**config.mk**
```make
export PLATFORM = sky130hd
export DESIGN_NAME = adcc_top
export DESIGN_NICKNAME = d
export VERILOG_FILES = /design/src/adcc_pkg.sv /design/src/adcc_top.sv
export SDC_FILE = /design/constraint.sdc
export NUM_CORES = 1
export LEC_CHECK = 0
export ABC_AREA = 1
export BUFFER_PORTS_ARGS = -buffer_cell sky130_fd_sc_hd__buf_4
export CORE_MARGIN = 5
export CORE_UTILIZATION = 57
export CTS_BUF_LIST = sky130_fd_sc_hd__clkbuf_8
export CTS_CLUSTER_SIZE = 30
export DETAILED_ROUTE_END_ITERATION = 8
export PLACE_DENSITY = 0.86
export SLEW_MARGIN = 20
export SYNTH_ARGS = -nofsm -noshare
export SYNTH_HDL_FRONTEND = slang
export SYNTH_SLANG_ARGS = --single-unit
```
**constraint.sdc**
```tcl
create_clock -name clk -period 4.4 [get_ports clk]
set_input_delay 0.22 -clock clk [delete_from_list [all_inputs] [get_ports clk]]
set_output_delay 0.22 -clock clk [all_outputs]
set_load 0.02 [all_outputs]
```
**src/adcc_pkg.sv**
```systemverilog
package adcc_pkg;
   // apb byte addresses
   localparam logic [11:0] ADCC_OFF_CTRL0 = 12'h000;
   localparam logic [11:0] ADCC_OFF_CTRL1 = 12'h004;
   localparam logic [11:0] ADCC_OFF_RESULT = 12'h008;
   localparam logic [11:0] ADCC_OFF_STATUS = 12'h00C;
   localparam logic [11:0] ADCC_OFF_MASK = 12'h010;
   localparam logic [11:0] ADCC_OFF_TRIGCFG = 12'h014;
   // control register 0 fields
   localparam int ADCC_EN_BIT = 0;
   localparam int ADCC_GO_BIT = 1;
   localparam int ADCC_CHS_LSB = 2;
   // control register 1 fields
   localparam int ADCC_PCFG_LSB = 0;
   localparam int ADCC_POS_REF_BIT = 4;
   localparam int ADCC_NEG_REF_BIT = 5;
   // reset, strap and decode values
   localparam logic [5:0] ADCC_CTRL0_RST = 6'h00;
   localparam logic [1:0] ADCC_VREF_RST = 2'h0;
   localparam logic [3:0] ADCC_PCFG_ANALOG = 4'h0;
   localparam logic [3:0] ADCC_PCFG_MIXED = 4'h7;
   localparam logic [3:0] ADCC_TRIG_MODE = 4'hB;
   localparam logic [3:0] ADCC_CHAN_LAST = 4'hC;
   localparam logic [3:0] ADCC_PCFG_ALLA = 4'h2;
   // timing, status bit and states
   localparam int ADCC_CLK_MHZ = 100;
   localparam int ADCC_TAD_NS = 1600;
   localparam int ADCC_TAD_CYC = (ADCC_TAD_NS * ADCC_CLK_MHZ) / 1000;
   localparam int ADCC_CONV_TADS = 13;
   localparam int ADCC_STAT_DONE = 0;
   typedef enum logic [1:0] {
      ADCC_IDLE = 2'b00,
      ADCC_CONV = 2'b01,
      ADCC_STORE = 2'b10
   } adcc_state_t;
endpackage : adcc_pkg

```
**src/adcc_top.sv**
```systemverilog
// Operation
// - channel codes 0 to 12 route inputs 0 to 12 to the converter
// - codes 13 to 15 select nothing; conversion still runs, result floats
// - go/status bit reads 1 during a conversion, 0 when idle
// - enable bit 0 of control 0 turns converter on, resets to 0
// - top two bits of both control registers ignore writes, read zero
// - negative reference from input 2 when set, ground when clear
// - positive reference from input 3 when set, supply when clear
// - power-on port config is 0000 if option is 1, else 0111
// - each conversion yields a 12-bit unsigned value
// - small variant has 10 inputs; inputs 5 to 7 only on large
// - sample capacitor disconnected from the pin during conversion
// - compare unit 2 trigger in mode 1011 starts conversion when enabled
// - conversion takes 13 to 14 conversion clock periods
// - result readable on the cycle after conversion ends
`timescale 1ns/1ps
module adcc_top
   import adcc_pkg::*;
#(
   parameter int NUM_INPUTS = 13
) (
   // clock and reset
   input wire logic clk,
   input wire logic nrst,
   // apb slave
   input wire logic psel,
   input wire logic penable,
   input wire logic pwrite,
   input wire logic [11:0] paddr,
   input wire logic [31:0] pwdata,
   output logic [31:0] prdata,
   output logic pready,
   output logic pslverr,
   // straps and triggers
   input wire logic portb_analog_default_option,
   input wire logic compare_unit2_trigger,
   input wire logic [3:0] compare_unit2_mode,
   // analog front end
   input wire logic [11:0] sar_sample,
   output logic [12:0] analog_input_route,
   output logic sample_hold_connect,
   output logic neg_reference_select,
   output logic pos_reference_select,
   // port pins
   input wire logic [12:0] pin_digital_in,
   output logic [12:0] pin_analog_mode,
   output logic [12:0] port_digital_in,
   // interrupt
   output logic irq
);
   import adcc_pkg::*;

   initial begin
      if (NUM_INPUTS != 10 && NUM_INPUTS != 13) begin
         $error("NUM_INPUTS must be 10 or 13");
      end
   end

   logic [5:0] ctrl0_r, ctrl0_nxt;
   logic [5:0] ctrl1_r, ctrl1_nxt;
   logic [11:0] result_r, result_nxt;
   logic stat_r, stat_nxt;
   logic mask_r, mask_nxt;
   logic trig_en_r, trig_en_nxt;
   logic strap_done_r, strap_done_nxt;
   adcc_state_t state_r, state_nxt;
   logic [15:0] cnt_r, cnt_nxt;
   logic [31:0] prdata_nxt;
   logic pready_nxt, pslverr_nxt, irq_nxt;
   logic [12:0] route_nxt, amode_nxt, pdin_nxt;
   logic shc_nxt;
   logic [12:0] pin_s1_r, pin_s2_r, pin_s3_r, pin_stable_r, pin_stable_nxt;
   logic trig_s1_r, trig_s2_r, trig_s3_r, trig_prev_r;
   logic wr_acc, wr_req, rd_acc, go_wr, trig_fire, done_evt;
   logic [12:0] impl_mask;
   logic [15:0] conv_len_r, conv_len_nxt;

   // a write commits only at the edge where the master sees pready high
   assign wr_acc = psel && penable && pwrite && pready;
   // access phase before the answer: decode for the error response
   assign wr_req = psel && penable && pwrite && !pready;
   assign rd_acc = psel && penable && !pwrite && !pready;
   assign go_wr = wr_acc && paddr == ADCC_OFF_CTRL0 && pwdata[ADCC_GO_BIT]
                  && pwdata[ADCC_EN_BIT];
   // trigger edge after stable agreement of second and third stages
   assign trig_fire = trig_s2_r && trig_s3_r && !trig_prev_r
                      && compare_unit2_mode == ADCC_TRIG_MODE;
   assign done_evt = state_r == ADCC_STORE;
   assign impl_mask = (NUM_INPUTS == 13) ? 13'h1FFF : 13'h1F1F;

   // pin and trigger synchronisers
   always_ff @(posedge clk or negedge nrst) begin
      if (!nrst) begin
         pin_s1_r <= 13'h0000;
         pin_s2_r <= 13'h0000;
         pin_s3_r <= 13'h0000;
         trig_s1_r <= 1'b0;
         trig_s2_r <= 1'b0;
         trig_s3_r <= 1'b0;
         trig_prev_r <= 1'b0;
      end else begin
         pin_s1_r <= pin_digital_in;
         pin_s2_r <= pin_s1_r;
         pin_s3_r <= pin_s2_r;
         trig_s1_r <= compare_unit2_trigger;
         trig_s2_r <= trig_s1_r;
         trig_s3_r <= trig_s2_r;
         trig_prev_r <= trig_s2_r && trig_s3_r;
      end
   end

   always_comb begin
      ctrl0_nxt = ctrl0_r;
      ctrl1_nxt = ctrl1_r;
      result_nxt = result_r;
      stat_nxt = stat_r;
      mask_nxt = mask_r;
      trig_en_nxt = trig_en_r;
      strap_done_nxt = 1'b1;
      state_nxt = state_r;
      cnt_nxt = cnt_r;
      prdata_nxt = 32'h00000000;
      pready_nxt = 1'b0;
      pslverr_nxt = 1'b0;
      // strap caught on the first clock after reset release
      if (!strap_done_r) begin
         ctrl1_nxt[3:0] = portb_analog_default_option ? ADCC_PCFG_ANALOG
                                                      : ADCC_PCFG_MIXED;
      end
      if (wr_req || rd_acc) begin
         pready_nxt = 1'b1;
      end
      if (wr_req) begin
         case (paddr)
            ADCC_OFF_CTRL0, ADCC_OFF_CTRL1, ADCC_OFF_RESULT: pslverr_nxt = 1'b0;
            ADCC_OFF_STATUS, ADCC_OFF_MASK, ADCC_OFF_TRIGCFG: pslverr_nxt = 1'b0;
            default: pslverr_nxt = 1'b1;
         endcase
      end
      if (wr_acc) begin
         case (paddr)
            ADCC_OFF_CTRL0: begin
               // bits 7:6 dropped, go set only by a start write or a compare unit 2 trigger
               ctrl0_nxt[5:2] = pwdata[5:2];
               ctrl0_nxt[ADCC_EN_BIT] = pwdata[ADCC_EN_BIT];
            end
            ADCC_OFF_CTRL1: ctrl1_nxt = pwdata[5:0];
            ADCC_OFF_STATUS: begin
               if (pwdata[ADCC_STAT_DONE]) begin
                  stat_nxt = 1'b0;
               end
            end
            ADCC_OFF_MASK: mask_nxt = pwdata[0];
            ADCC_OFF_TRIGCFG: trig_en_nxt = pwdata[0];
            default: ;
         endcase
      end
      if (rd_acc) begin
         case (paddr)
            ADCC_OFF_CTRL0: prdata_nxt = {26'h0, ctrl0_r};
            ADCC_OFF_CTRL1: prdata_nxt = {26'h0, ctrl1_r};
            ADCC_OFF_RESULT: prdata_nxt = {20'h0, result_r};
            ADCC_OFF_STATUS: prdata_nxt = {31'h0, stat_r};
            ADCC_OFF_MASK: prdata_nxt = {31'h0, mask_r};
            ADCC_OFF_TRIGCFG: prdata_nxt = {31'h0, trig_en_r};
            default: pslverr_nxt = 1'b1;
         endcase
      end
      case (state_r)
         ADCC_IDLE: begin
            // disabled converter ignores both start sources
            if (ctrl0_r[ADCC_EN_BIT] && (go_wr || (trig_fire && trig_en_r))) begin
               ctrl0_nxt[ADCC_GO_BIT] = 1'b1;
               cnt_nxt = 16'(ADCC_TAD_CYC * ADCC_CONV_TADS - 1);
               state_nxt = ADCC_CONV;
            end
         end
         ADCC_CONV: begin
            if (!ctrl0_nxt[ADCC_EN_BIT]) begin
               ctrl0_nxt[ADCC_GO_BIT] = 1'b0;
               state_nxt = ADCC_IDLE;
            end else if (cnt_r == 16'h0000) begin
               result_nxt = sar_sample;
               state_nxt = ADCC_STORE;
            end else begin
               cnt_nxt = cnt_r - 16'h0001;
            end
         end
         ADCC_STORE: begin
            ctrl0_nxt[ADCC_GO_BIT] = 1'b0;
            stat_nxt = 1'b1; // set wins over clear
            state_nxt = ADCC_IDLE;
         end
         default: state_nxt = ADCC_IDLE;
      endcase
   end

   always_comb begin
      route_nxt = 13'h0000;
      if (ctrl0_r[5:2] <= ADCC_CHAN_LAST) begin
         route_nxt[ctrl0_r[5:2]] = 1'b1;
      end
      route_nxt = route_nxt & impl_mask;
      for (int i = 0; i < 13; i++) begin
         // code 3 drops input 12, each code above drops one more
         amode_nxt[i] = impl_mask[i] && (ctrl1_r[3:0] <= ADCC_PCFG_ALLA
                        || 32'(ctrl1_r[3:0]) < 32'(15 - i));
      end
      // conversion started: capacitor off the pin
      shc_nxt = ctrl0_r[ADCC_EN_BIT] && state_nxt == ADCC_IDLE;
      pin_stable_nxt = pin_stable_r;
      for (int i = 0; i < 13; i++) begin
         if (pin_s2_r[i] == pin_s3_r[i]) begin
            pin_stable_nxt[i] = pin_s3_r[i];
         end
      end
      pdin_nxt = pin_stable_nxt & ~amode_nxt;
      irq_nxt = stat_nxt && mask_nxt;
   end

   always_ff @(posedge clk or negedge nrst) begin
      if (!nrst) begin
         ctrl0_r <= ADCC_CTRL0_RST;
         ctrl1_r <= {ADCC_VREF_RST, ADCC_PCFG_ANALOG};
         result_r <= 12'h000;
         stat_r <= 1'b0;
         mask_r <= 1'b0;
         trig_en_r <= 1'b0;
         strap_done_r <= 1'b0;
         state_r <= ADCC_IDLE;
         cnt_r <= 16'h0000;
         prdata <= 32'h00000000;
         pready <= 1'b0;
         pslverr <= 1'b0;
         analog_input_route <= 13'h0000;
         sample_hold_connect <= 1'b0;
         neg_reference_select <= 1'b0;
         pos_reference_select <= 1'b0;
         pin_analog_mode <= 13'h0000;
         port_digital_in <= 13'h0000;
         pin_stable_r <= 13'h0000;
         irq <= 1'b0;
      end else begin
         ctrl0_r <= ctrl0_nxt;
         ctrl1_r <= ctrl1_nxt;
         result_r <= result_nxt;
         stat_r <= stat_nxt;
         mask_r <= mask_nxt;
         trig_en_r <= trig_en_nxt;
         strap_done_r <= strap_done_nxt;
         state_r <= state_nxt;
         cnt_r <= cnt_nxt;
         prdata <= prdata_nxt;
         pready <= pready_nxt;
         pslverr <= pslverr_nxt;
         analog_input_route <= route_nxt;
         sample_hold_connect <= shc_nxt;
         neg_reference_select <= ctrl1_nxt[ADCC_NEG_REF_BIT];
         pos_reference_select <= ctrl1_nxt[ADCC_POS_REF_BIT];
         pin_analog_mode <= amode_nxt;
         port_digital_in <= pdin_nxt;
         pin_stable_r <= pin_stable_nxt;
         irq <= irq_nxt;
      end
   end

   // length of the running conversion, for the timing check
   always_comb begin
      conv_len_nxt = 16'h0000;
      if (state_r == ADCC_CONV) begin
         conv_len_nxt = conv_len_r + 16'h0001;
      end
   end

   always_ff @(posedge clk or negedge nrst) begin
      if (!nrst) begin
         conv_len_r <= 16'h0000;
      end else begin
         conv_len_r <= conv_len_nxt;
      end
   end

   // assertions
   conv_length_a: assert property (@(posedge clk) disable iff (!nrst)
      state_r == ADCC_STORE |-> conv_len_r >= 16'(ADCC_CONV_TADS * ADCC_TAD_CYC)
      && conv_len_r <= 16'((ADCC_CONV_TADS + 1) * ADCC_TAD_CYC))
      else $error("conversion length wrong");
   go_start_a: assert property (@(posedge clk) disable iff (!nrst)
      state_r == ADCC_IDLE && go_wr && ctrl0_r[ADCC_EN_BIT]
      |=> ctrl0_r[ADCC_GO_BIT] && state_r == ADCC_CONV)
      else $error("start write ignored");
   pready_pulse_a: assert property (@(posedge clk) disable iff (!nrst)
      pready |=> !pready)
      else $error("pready longer than one cycle");
   bad_addr_a: assert property (@(posedge clk) disable iff (!nrst)
      pready && psel && paddr > ADCC_OFF_TRIGCFG |-> pslverr)
      else $error("unmapped address accepted");
   irq_level_a: assert property (@(posedge clk) disable iff (!nrst)
      irq == (stat_r && mask_r))
      else $error("interrupt level wrong");
   neg_ref_a: assert property (@(posedge clk) disable iff (!nrst)
      neg_reference_select == ctrl1_r[ADCC_NEG_REF_BIT])
      else $error("negative reference select wrong");
   pos_ref_a: assert property (@(posedge clk) disable iff (!nrst)
      pos_reference_select == ctrl1_r[ADCC_POS_REF_BIT])
      else $error("positive reference select wrong");
   go_busy_a: assert property (@(posedge clk) disable iff (!nrst)
      state_r == ADCC_CONV |-> ctrl0_r[ADCC_GO_BIT])
      else $error("go low while converting");
   go_clear_a: assert property (@(posedge clk) disable iff (!nrst)
      state_r == ADCC_STORE |=> !ctrl0_r[ADCC_GO_BIT] && stat_r)
      else $error("go not cleared at end");
   off_ignore_a: assert property (@(posedge clk) disable iff (!nrst)
      state_r == ADCC_IDLE && !ctrl0_r[ADCC_EN_BIT] |=> state_r == ADCC_IDLE)
      else $error("disabled converter started");
   hold_off_a: assert property (@(posedge clk) disable iff (!nrst)
      state_r == ADCC_CONV && $past(state_r) == ADCC_CONV |-> !sample_hold_connect)
      else $error("capacitor connected during conversion");
   top_bits_a: assert property (@(posedge clk) disable iff (!nrst)
      pready && !pwrite && paddr == ADCC_OFF_CTRL0 |-> prdata[31:6] == 26'h0)
      else $error("upper bits not zero");
   analog_zero_a: assert property (@(posedge clk) disable iff (!nrst)
      (port_digital_in & pin_analog_mode) == 13'h0000)
      else $error("analog pin reads one");
   route_bad_a: assert property (@(posedge clk) disable iff (!nrst)
      ctrl0_r[5:2] > ADCC_CHAN_LAST |=> analog_input_route == 13'h0000)
      else $error("unimplemented code routed");
   all_digital_a: assert property (@(posedge clk) disable iff (!nrst)
      ctrl1_r[3:0] == 4'hF |=> pin_analog_mode == 13'h0000)
      else $error("pin analog at code 1111");
   strap_a: assert property (@(posedge clk) disable iff (!nrst)
      !strap_done_r && !portb_analog_default_option |=> ctrl1_r[3:0] == ADCC_PCFG_MIXED)
      else $error("strap default wrong");
endmodule : adcc_top

```
# == After elaboration in Yosys (flattened, before gate mapping) ==
# Index checks and enable logic that the tools add are counted.
# W data, S select, Z words.
# totals
wordCells,167
regBits,179
# op_classes
order_cmp,17
n_eq_ne,25
n_bitwise,2
n_reduce_logical,47
add_sub_neg,1
muxes,46
# op_table
operator,n
$pmux W12 S6,1
$mux W16,3
$lt A4 B4 Y1 const B,8
$pmux W16 S2,1
$mux W1,29
$eq A12 B4 Y1 const B,2
$eq A12 B5 Y1 const B,2
$logic_and A1 B1 Y1,17
$logic_not A16 Y1,1
$lt A4 B3 Y1 const B,4
$sub A16 B1 Y16 const B,1
$logic_or A1 B1 Y1,15
$and A13 B13 Y13,1
$eq A1 B1 Y1,13
$mux W13,1
$not A13 Y13,1
$eq A12 B3 Y1 const B,1
$logic_not A12 Y1,1
$mux W12,1
$mux W6,2
$ne A2 B2 Y1 const B,4
$mux W2,3
$reduce_and A3 Y1,2
$reduce_or A6 Y1,1
19 further kinds,23

# == Longest topological paths before layout ==
# logic_depth
ltp_word,12
depth_mapped,12
ltp_nobuf,11

# == Worst setup path before layout ==
# No wires, ideal clock.
# synth_timing
path_kind,reg-to-reg
startpoint,register state_r[1]
endpoint,register cnt_r[8]
required_ps,4284
period_less_slack_ps,1809
setup_ps,116
path_stages_with_launch,12
t_arrival_ps,1693
slack_ps,2591
path_cell_list,dfrtp_1 -> inv_1 -> ha_1 -> clkbuf_1 -> inv_1 -> nor2_1 -> nand2_4 -> nand2_8 -> nand2_8 -> buf_12 -> nand2_2 -> nand2_1
# synth_via
elab_chain_len,3
elab_cells_between_ends,8
classes_between,eq/ne (4); mux (1); reduce/logical (3)
# synth_rtl
item,line_no,rtl
from (decl),adcc_top.sv:66,"adcc_state_t state_r, state_nxt;"
from (signal assigned),adcc_top.sv:251,state_r <= state_nxt;
$eq A2 B1 Y1 or $logic_not A2 Y1 (tied branches),adcc_top.sv:169,case (state_r)
$ne A2 B2 Y1 (no line) or $reduce_bool A2 Y1 (tied branches),-,
$reduce_and A4 Y1 (no line),-,
to (signal assigned),adcc_top.sv:252,cnt_r <= cnt_nxt;
to (decl),adcc_top.sv:67,"logic [15:0] cnt_r, cnt_nxt;"
# Several ways; a longest one is shown, not always the timed one.
# A chain may end at the register's enable or synchronous reset.

# == Worst setup path in the final report ==
# layout_timing
startpoint,register state_r[1]
endpoint,register cnt_r[3]
# The elaborated chain is that of the path after synthesis.

==> impl_metrics.csv <==
group,metric,value,unit
critical_path,reg2reg_to,"cnt_r[3]",
global_route,grt_max_degree,126,
critical_path,critical_path.cell_chain,"inv_1, ha_1, inv_1, nor2_1, nand2_4, nand2_8, nand2_8, nand2_1, nand2_1",
sta,slew_headroom,37.8,%
logic_synthesis,ys_types,35,
sta,max_slew.worst_pin.slew,0.933,ns
pwr,power.density,378,nW/µm²
clocking,cts_resized,0,
critical_path,rr_worst_depth,9,
critical_path,crit_arrival,2.55,ns
sta,clock_skew,0.00973,ns
routing,drc,0,
critical_path,crit_path_end_kind,"register",
floorplanning,fp-row-count,38,
global_route,grt_pass1_vias,4766,
min_path,min_from,"pwdata[1]",
sta,timing_hold_violations_final,0,
clocking,cts.clk_slew.worst_paths,0.08,ns
logic_synthesis,synth-simple-area-share,22.2,%
clocking,numCtsBuffers,17,
clocking,clk_latency,0.44,ns
pwr,p_sw_share,22.5,%
global_route,grt_use_met1,28.1,%
critical_path,slowest_stage,"ha_1",
finish,fin_nets,837,
clocking,ctsRootBufferMaster,"clkbuf_8",
clocking,cts_tree,"done",
routing,wl_per_cell,15.9,µm
sta,setup_viol,0,
run,cap_violations,0,
min_path,holdPathEnd,"ctrl1_r[1]",
routing,first_pass_iters,4,
critical_path,cpLargestDelayFamily,"simple AND/OR/NAND/NOR gates",
logic_synthesis,muxShareOfSynthArea,0,%
pwr,power.total,0.00292,W
sta,maxSlewViolCount,0,
logic_synthesis,synthXorXnorAreaFrac,0.986,%
routing,vias_per_cell,5.20,
routing,vias,4708,
logic_synthesis,synth_area_per_cell,10.1,µm²
global_route,gr-usage-met3,5.92,%
floorplanning,dieArea,13100,µm²
outcome,outcome,"complete, no violations",
global_route,grt.met2_usage,39.7,%
min_path,hold_class,"primary input to register",
placement,io_buffers,110,
critical_path,crit_required,4.73,ns
logic_synthesis,synthAdderAreaFrac,1.01,%
sta,fmax,451,MHz
critical_path,max_stage_delay,0.44,ns
global_route,antenna_found_initial,0,
sta,rsz0062_at_grt,"no",
finish,layout_common_cells,"dfrtp_1, nand2_1, buf_4",
logic_synthesis,synth-compound-area-share,5.57,%
global_route,gr-total-overflow,0,
clocking,postCtsSetupBuffers,0,
clocking,ctsLongestPathBuffers,2,
critical_path,rrSetupSlack,2.18,ns
finish,final_util,71.9,%
sta,finalSetupTns,0,ns
finish,diodes,0,
pwr,leakage,4.02,nW
routing,first_iter_violations,442,
floorplanning,die_x,114,µm
clocking,cts_htree_levels,4,
pwr,p_sw,0.000656,W
finish,nFillCells,740,
placement,dpl.hpwl,9360,µm
logic_synthesis,synth_top_family_by_area,"simple AND/OR/NAND/NOR gates",
global_route,grt.busiest_layer,"met2",
pwr,p_clk_share,42.2,%
global_route,grt_pass1_wl,23200,µm
sta,fin_crit,2.22,ns
pwr,seqPwrFrac,51.8,%
finish,multiInputGateArea,1930,µm²
logic_synthesis,ys_ff_latch,157,
global_route,grt_use_total,23.0,%
logic_synthesis,seq_area_frac_synth,63.2,%
critical_path,worstSetupPathType,"register to register",
floorplanning,start_util,57.9,%
floorplanning,chipHeight,114,µm
finish,drive_gt1_share,22.5,%
clocking,cts_hold_buf,17,
clocking,cts.sinks,157,
pwr,irDropWorstVdd,0.000244,V
critical_path,worst-path-buf-inv,2,
finish,syn_to_final_growth,24.3,%
logic_synthesis,yosys_warnings,0,
critical_path,r2r_start,"state_r[1]",
critical_path,critPathLaunchType,"register",
routing,wl,14400,µm
critical_path,path_max_fanout,17,
finish,seqCellArea,3930,µm²
pwr,p_int,0.00226,W
logic_synthesis,syn_inst,616,
sta,min_period_over_period,50.4,%
floorplanning,core,10700,µm²
floorplanning,io_pins,157,
placement,place_congestion,0.849,
logic_synthesis,synth_area,6220,µm²
finish,layout_commonest_cell,"dfrtp_1",
min_path,min_path_cells,3,
pwr,power_frac_comb,6.0,%
routing,drt.antenna.violating_nets,0,
metrics by stage:
| step | cells | area, µm² | hold slack, ns | worst slack [ns] |
|---|---|---|---|---|
| 2_1_floorplan | 635 | 6290 | -0.0756 | 2.59 |
| 3_5_place_dp | 856 | 7080 | 0.331 | 2.20 |
| 5_1_grt | 905 | 7730 | 0.0137 | 1.98 |
| 4_1_cts | 905 | 7730 | 0.0101 | 2.17 |
| 3_3_place_gp | 856 | 7080 | 0.330 | 2.30 |
| 6_report | 905 | 7730 | 0.0310 | 2.18 |
power groups by stage:
stage	Combinational (W)	Sequential (W)	Clock [W]
floorplan	0.0000712	0.00154	0
global placement	0.000153	0.00153	0
detailed placement	0.000158	0.00154	0
CTS	0.000174	0.00151	0.00125
global route	0.000194	0.00152	0.00133
finish	0.000175	0.00151	0.00123
how the worst max path moves through the flow:
| stage | from | to | slack (ns) | cells after the start |
|---|---|---|---|---|
| finish | state_r[1] | cnt_r[3] | 2.18 | 9 |
| global route | state_r[1] | cnt_r[5] | 1.98 | 9 |
| CTS | state_r[1] | cnt_r[3] | 2.17 | 9 |
| detailed placement | state_r[1] | cnt_r[3] | 2.20 | 9 |
| global placement | state_r[1] | cnt_r[5] | 2.30 | 9 |
| floorplan | state_r[1] | cnt_r[8] | 2.59 | 11 |
final cells by class:
class	instances	area share (%)
Clock inverter	13	2.74
Sequential cell	157	50.8
Inverter	57	2.77
Tap cell	140	2.27
Multi-Input combinational cell	391	24.9
Timing Repair Buffer	128	13.1
Clock buffer	19	3.38
cells in the mapped netlist (all sizes together):
cell type,number,area [µm²]
nor3b,1,7.51
o31ai,1,7.51
inv,57,214
buf,25,199
o21ai,34,181
clkbuf,5,18.8
conb,2,7.51
ha,5,62.6
a221oi,3,26.3
or2,2,12.5
nand3,41,230
o22ai,1,6.26
xnor2,1,8.76
nor3,20,100
o211ai,1,7.51
a21oi,22,110
xor2,6,52.6
dfrtp,157,3930
o21bai,1,7.51
nand2,129,569
nand4,7,43.8
nand3b,1,7.51
nor2,94,408
sequential cells by signal, summed over array words and instances, names as in the netlist, 2 cells and up:
register,cells
prdata,12
pin_s2_r,13
analog_input_route,13
pin_s1_r,13
cnt_r,16
ctrl0_r,6
pin_s3_r,13
port_digital_in,13
pin_stable_r,13
pin_analog_mode,13
result_r,12
ctrl1_r,6
state_r,2
worst min-delay path, cell delays in order:
cell and delay (ns):
buf_4 0.09, o21ai_0 0.07, inv_1 0.05
cells by family after synthesis:
group | Yosys count
AND/OR/NAND/NOR | 295
adder cells (fa/ha/maj) | 5
flip-flops | 157
other | 2
buffers and inverters | 87
XOR/XNOR | 7
AO/OA/AOI/OAI | 63
routing by layer:
| metal | part of all wire (%) | vias to the layer above |
|---|---|---|
| li1 | - | 2192 |
| met1 | 39 | 2294 |
| met2 | 52 | 196 |
| met3 | 6.5 | 26 |
| met4 | 1.9 | 0 |
| met5 | 0 | - |
Note: power is estimated with default switching activity, not from simulation.
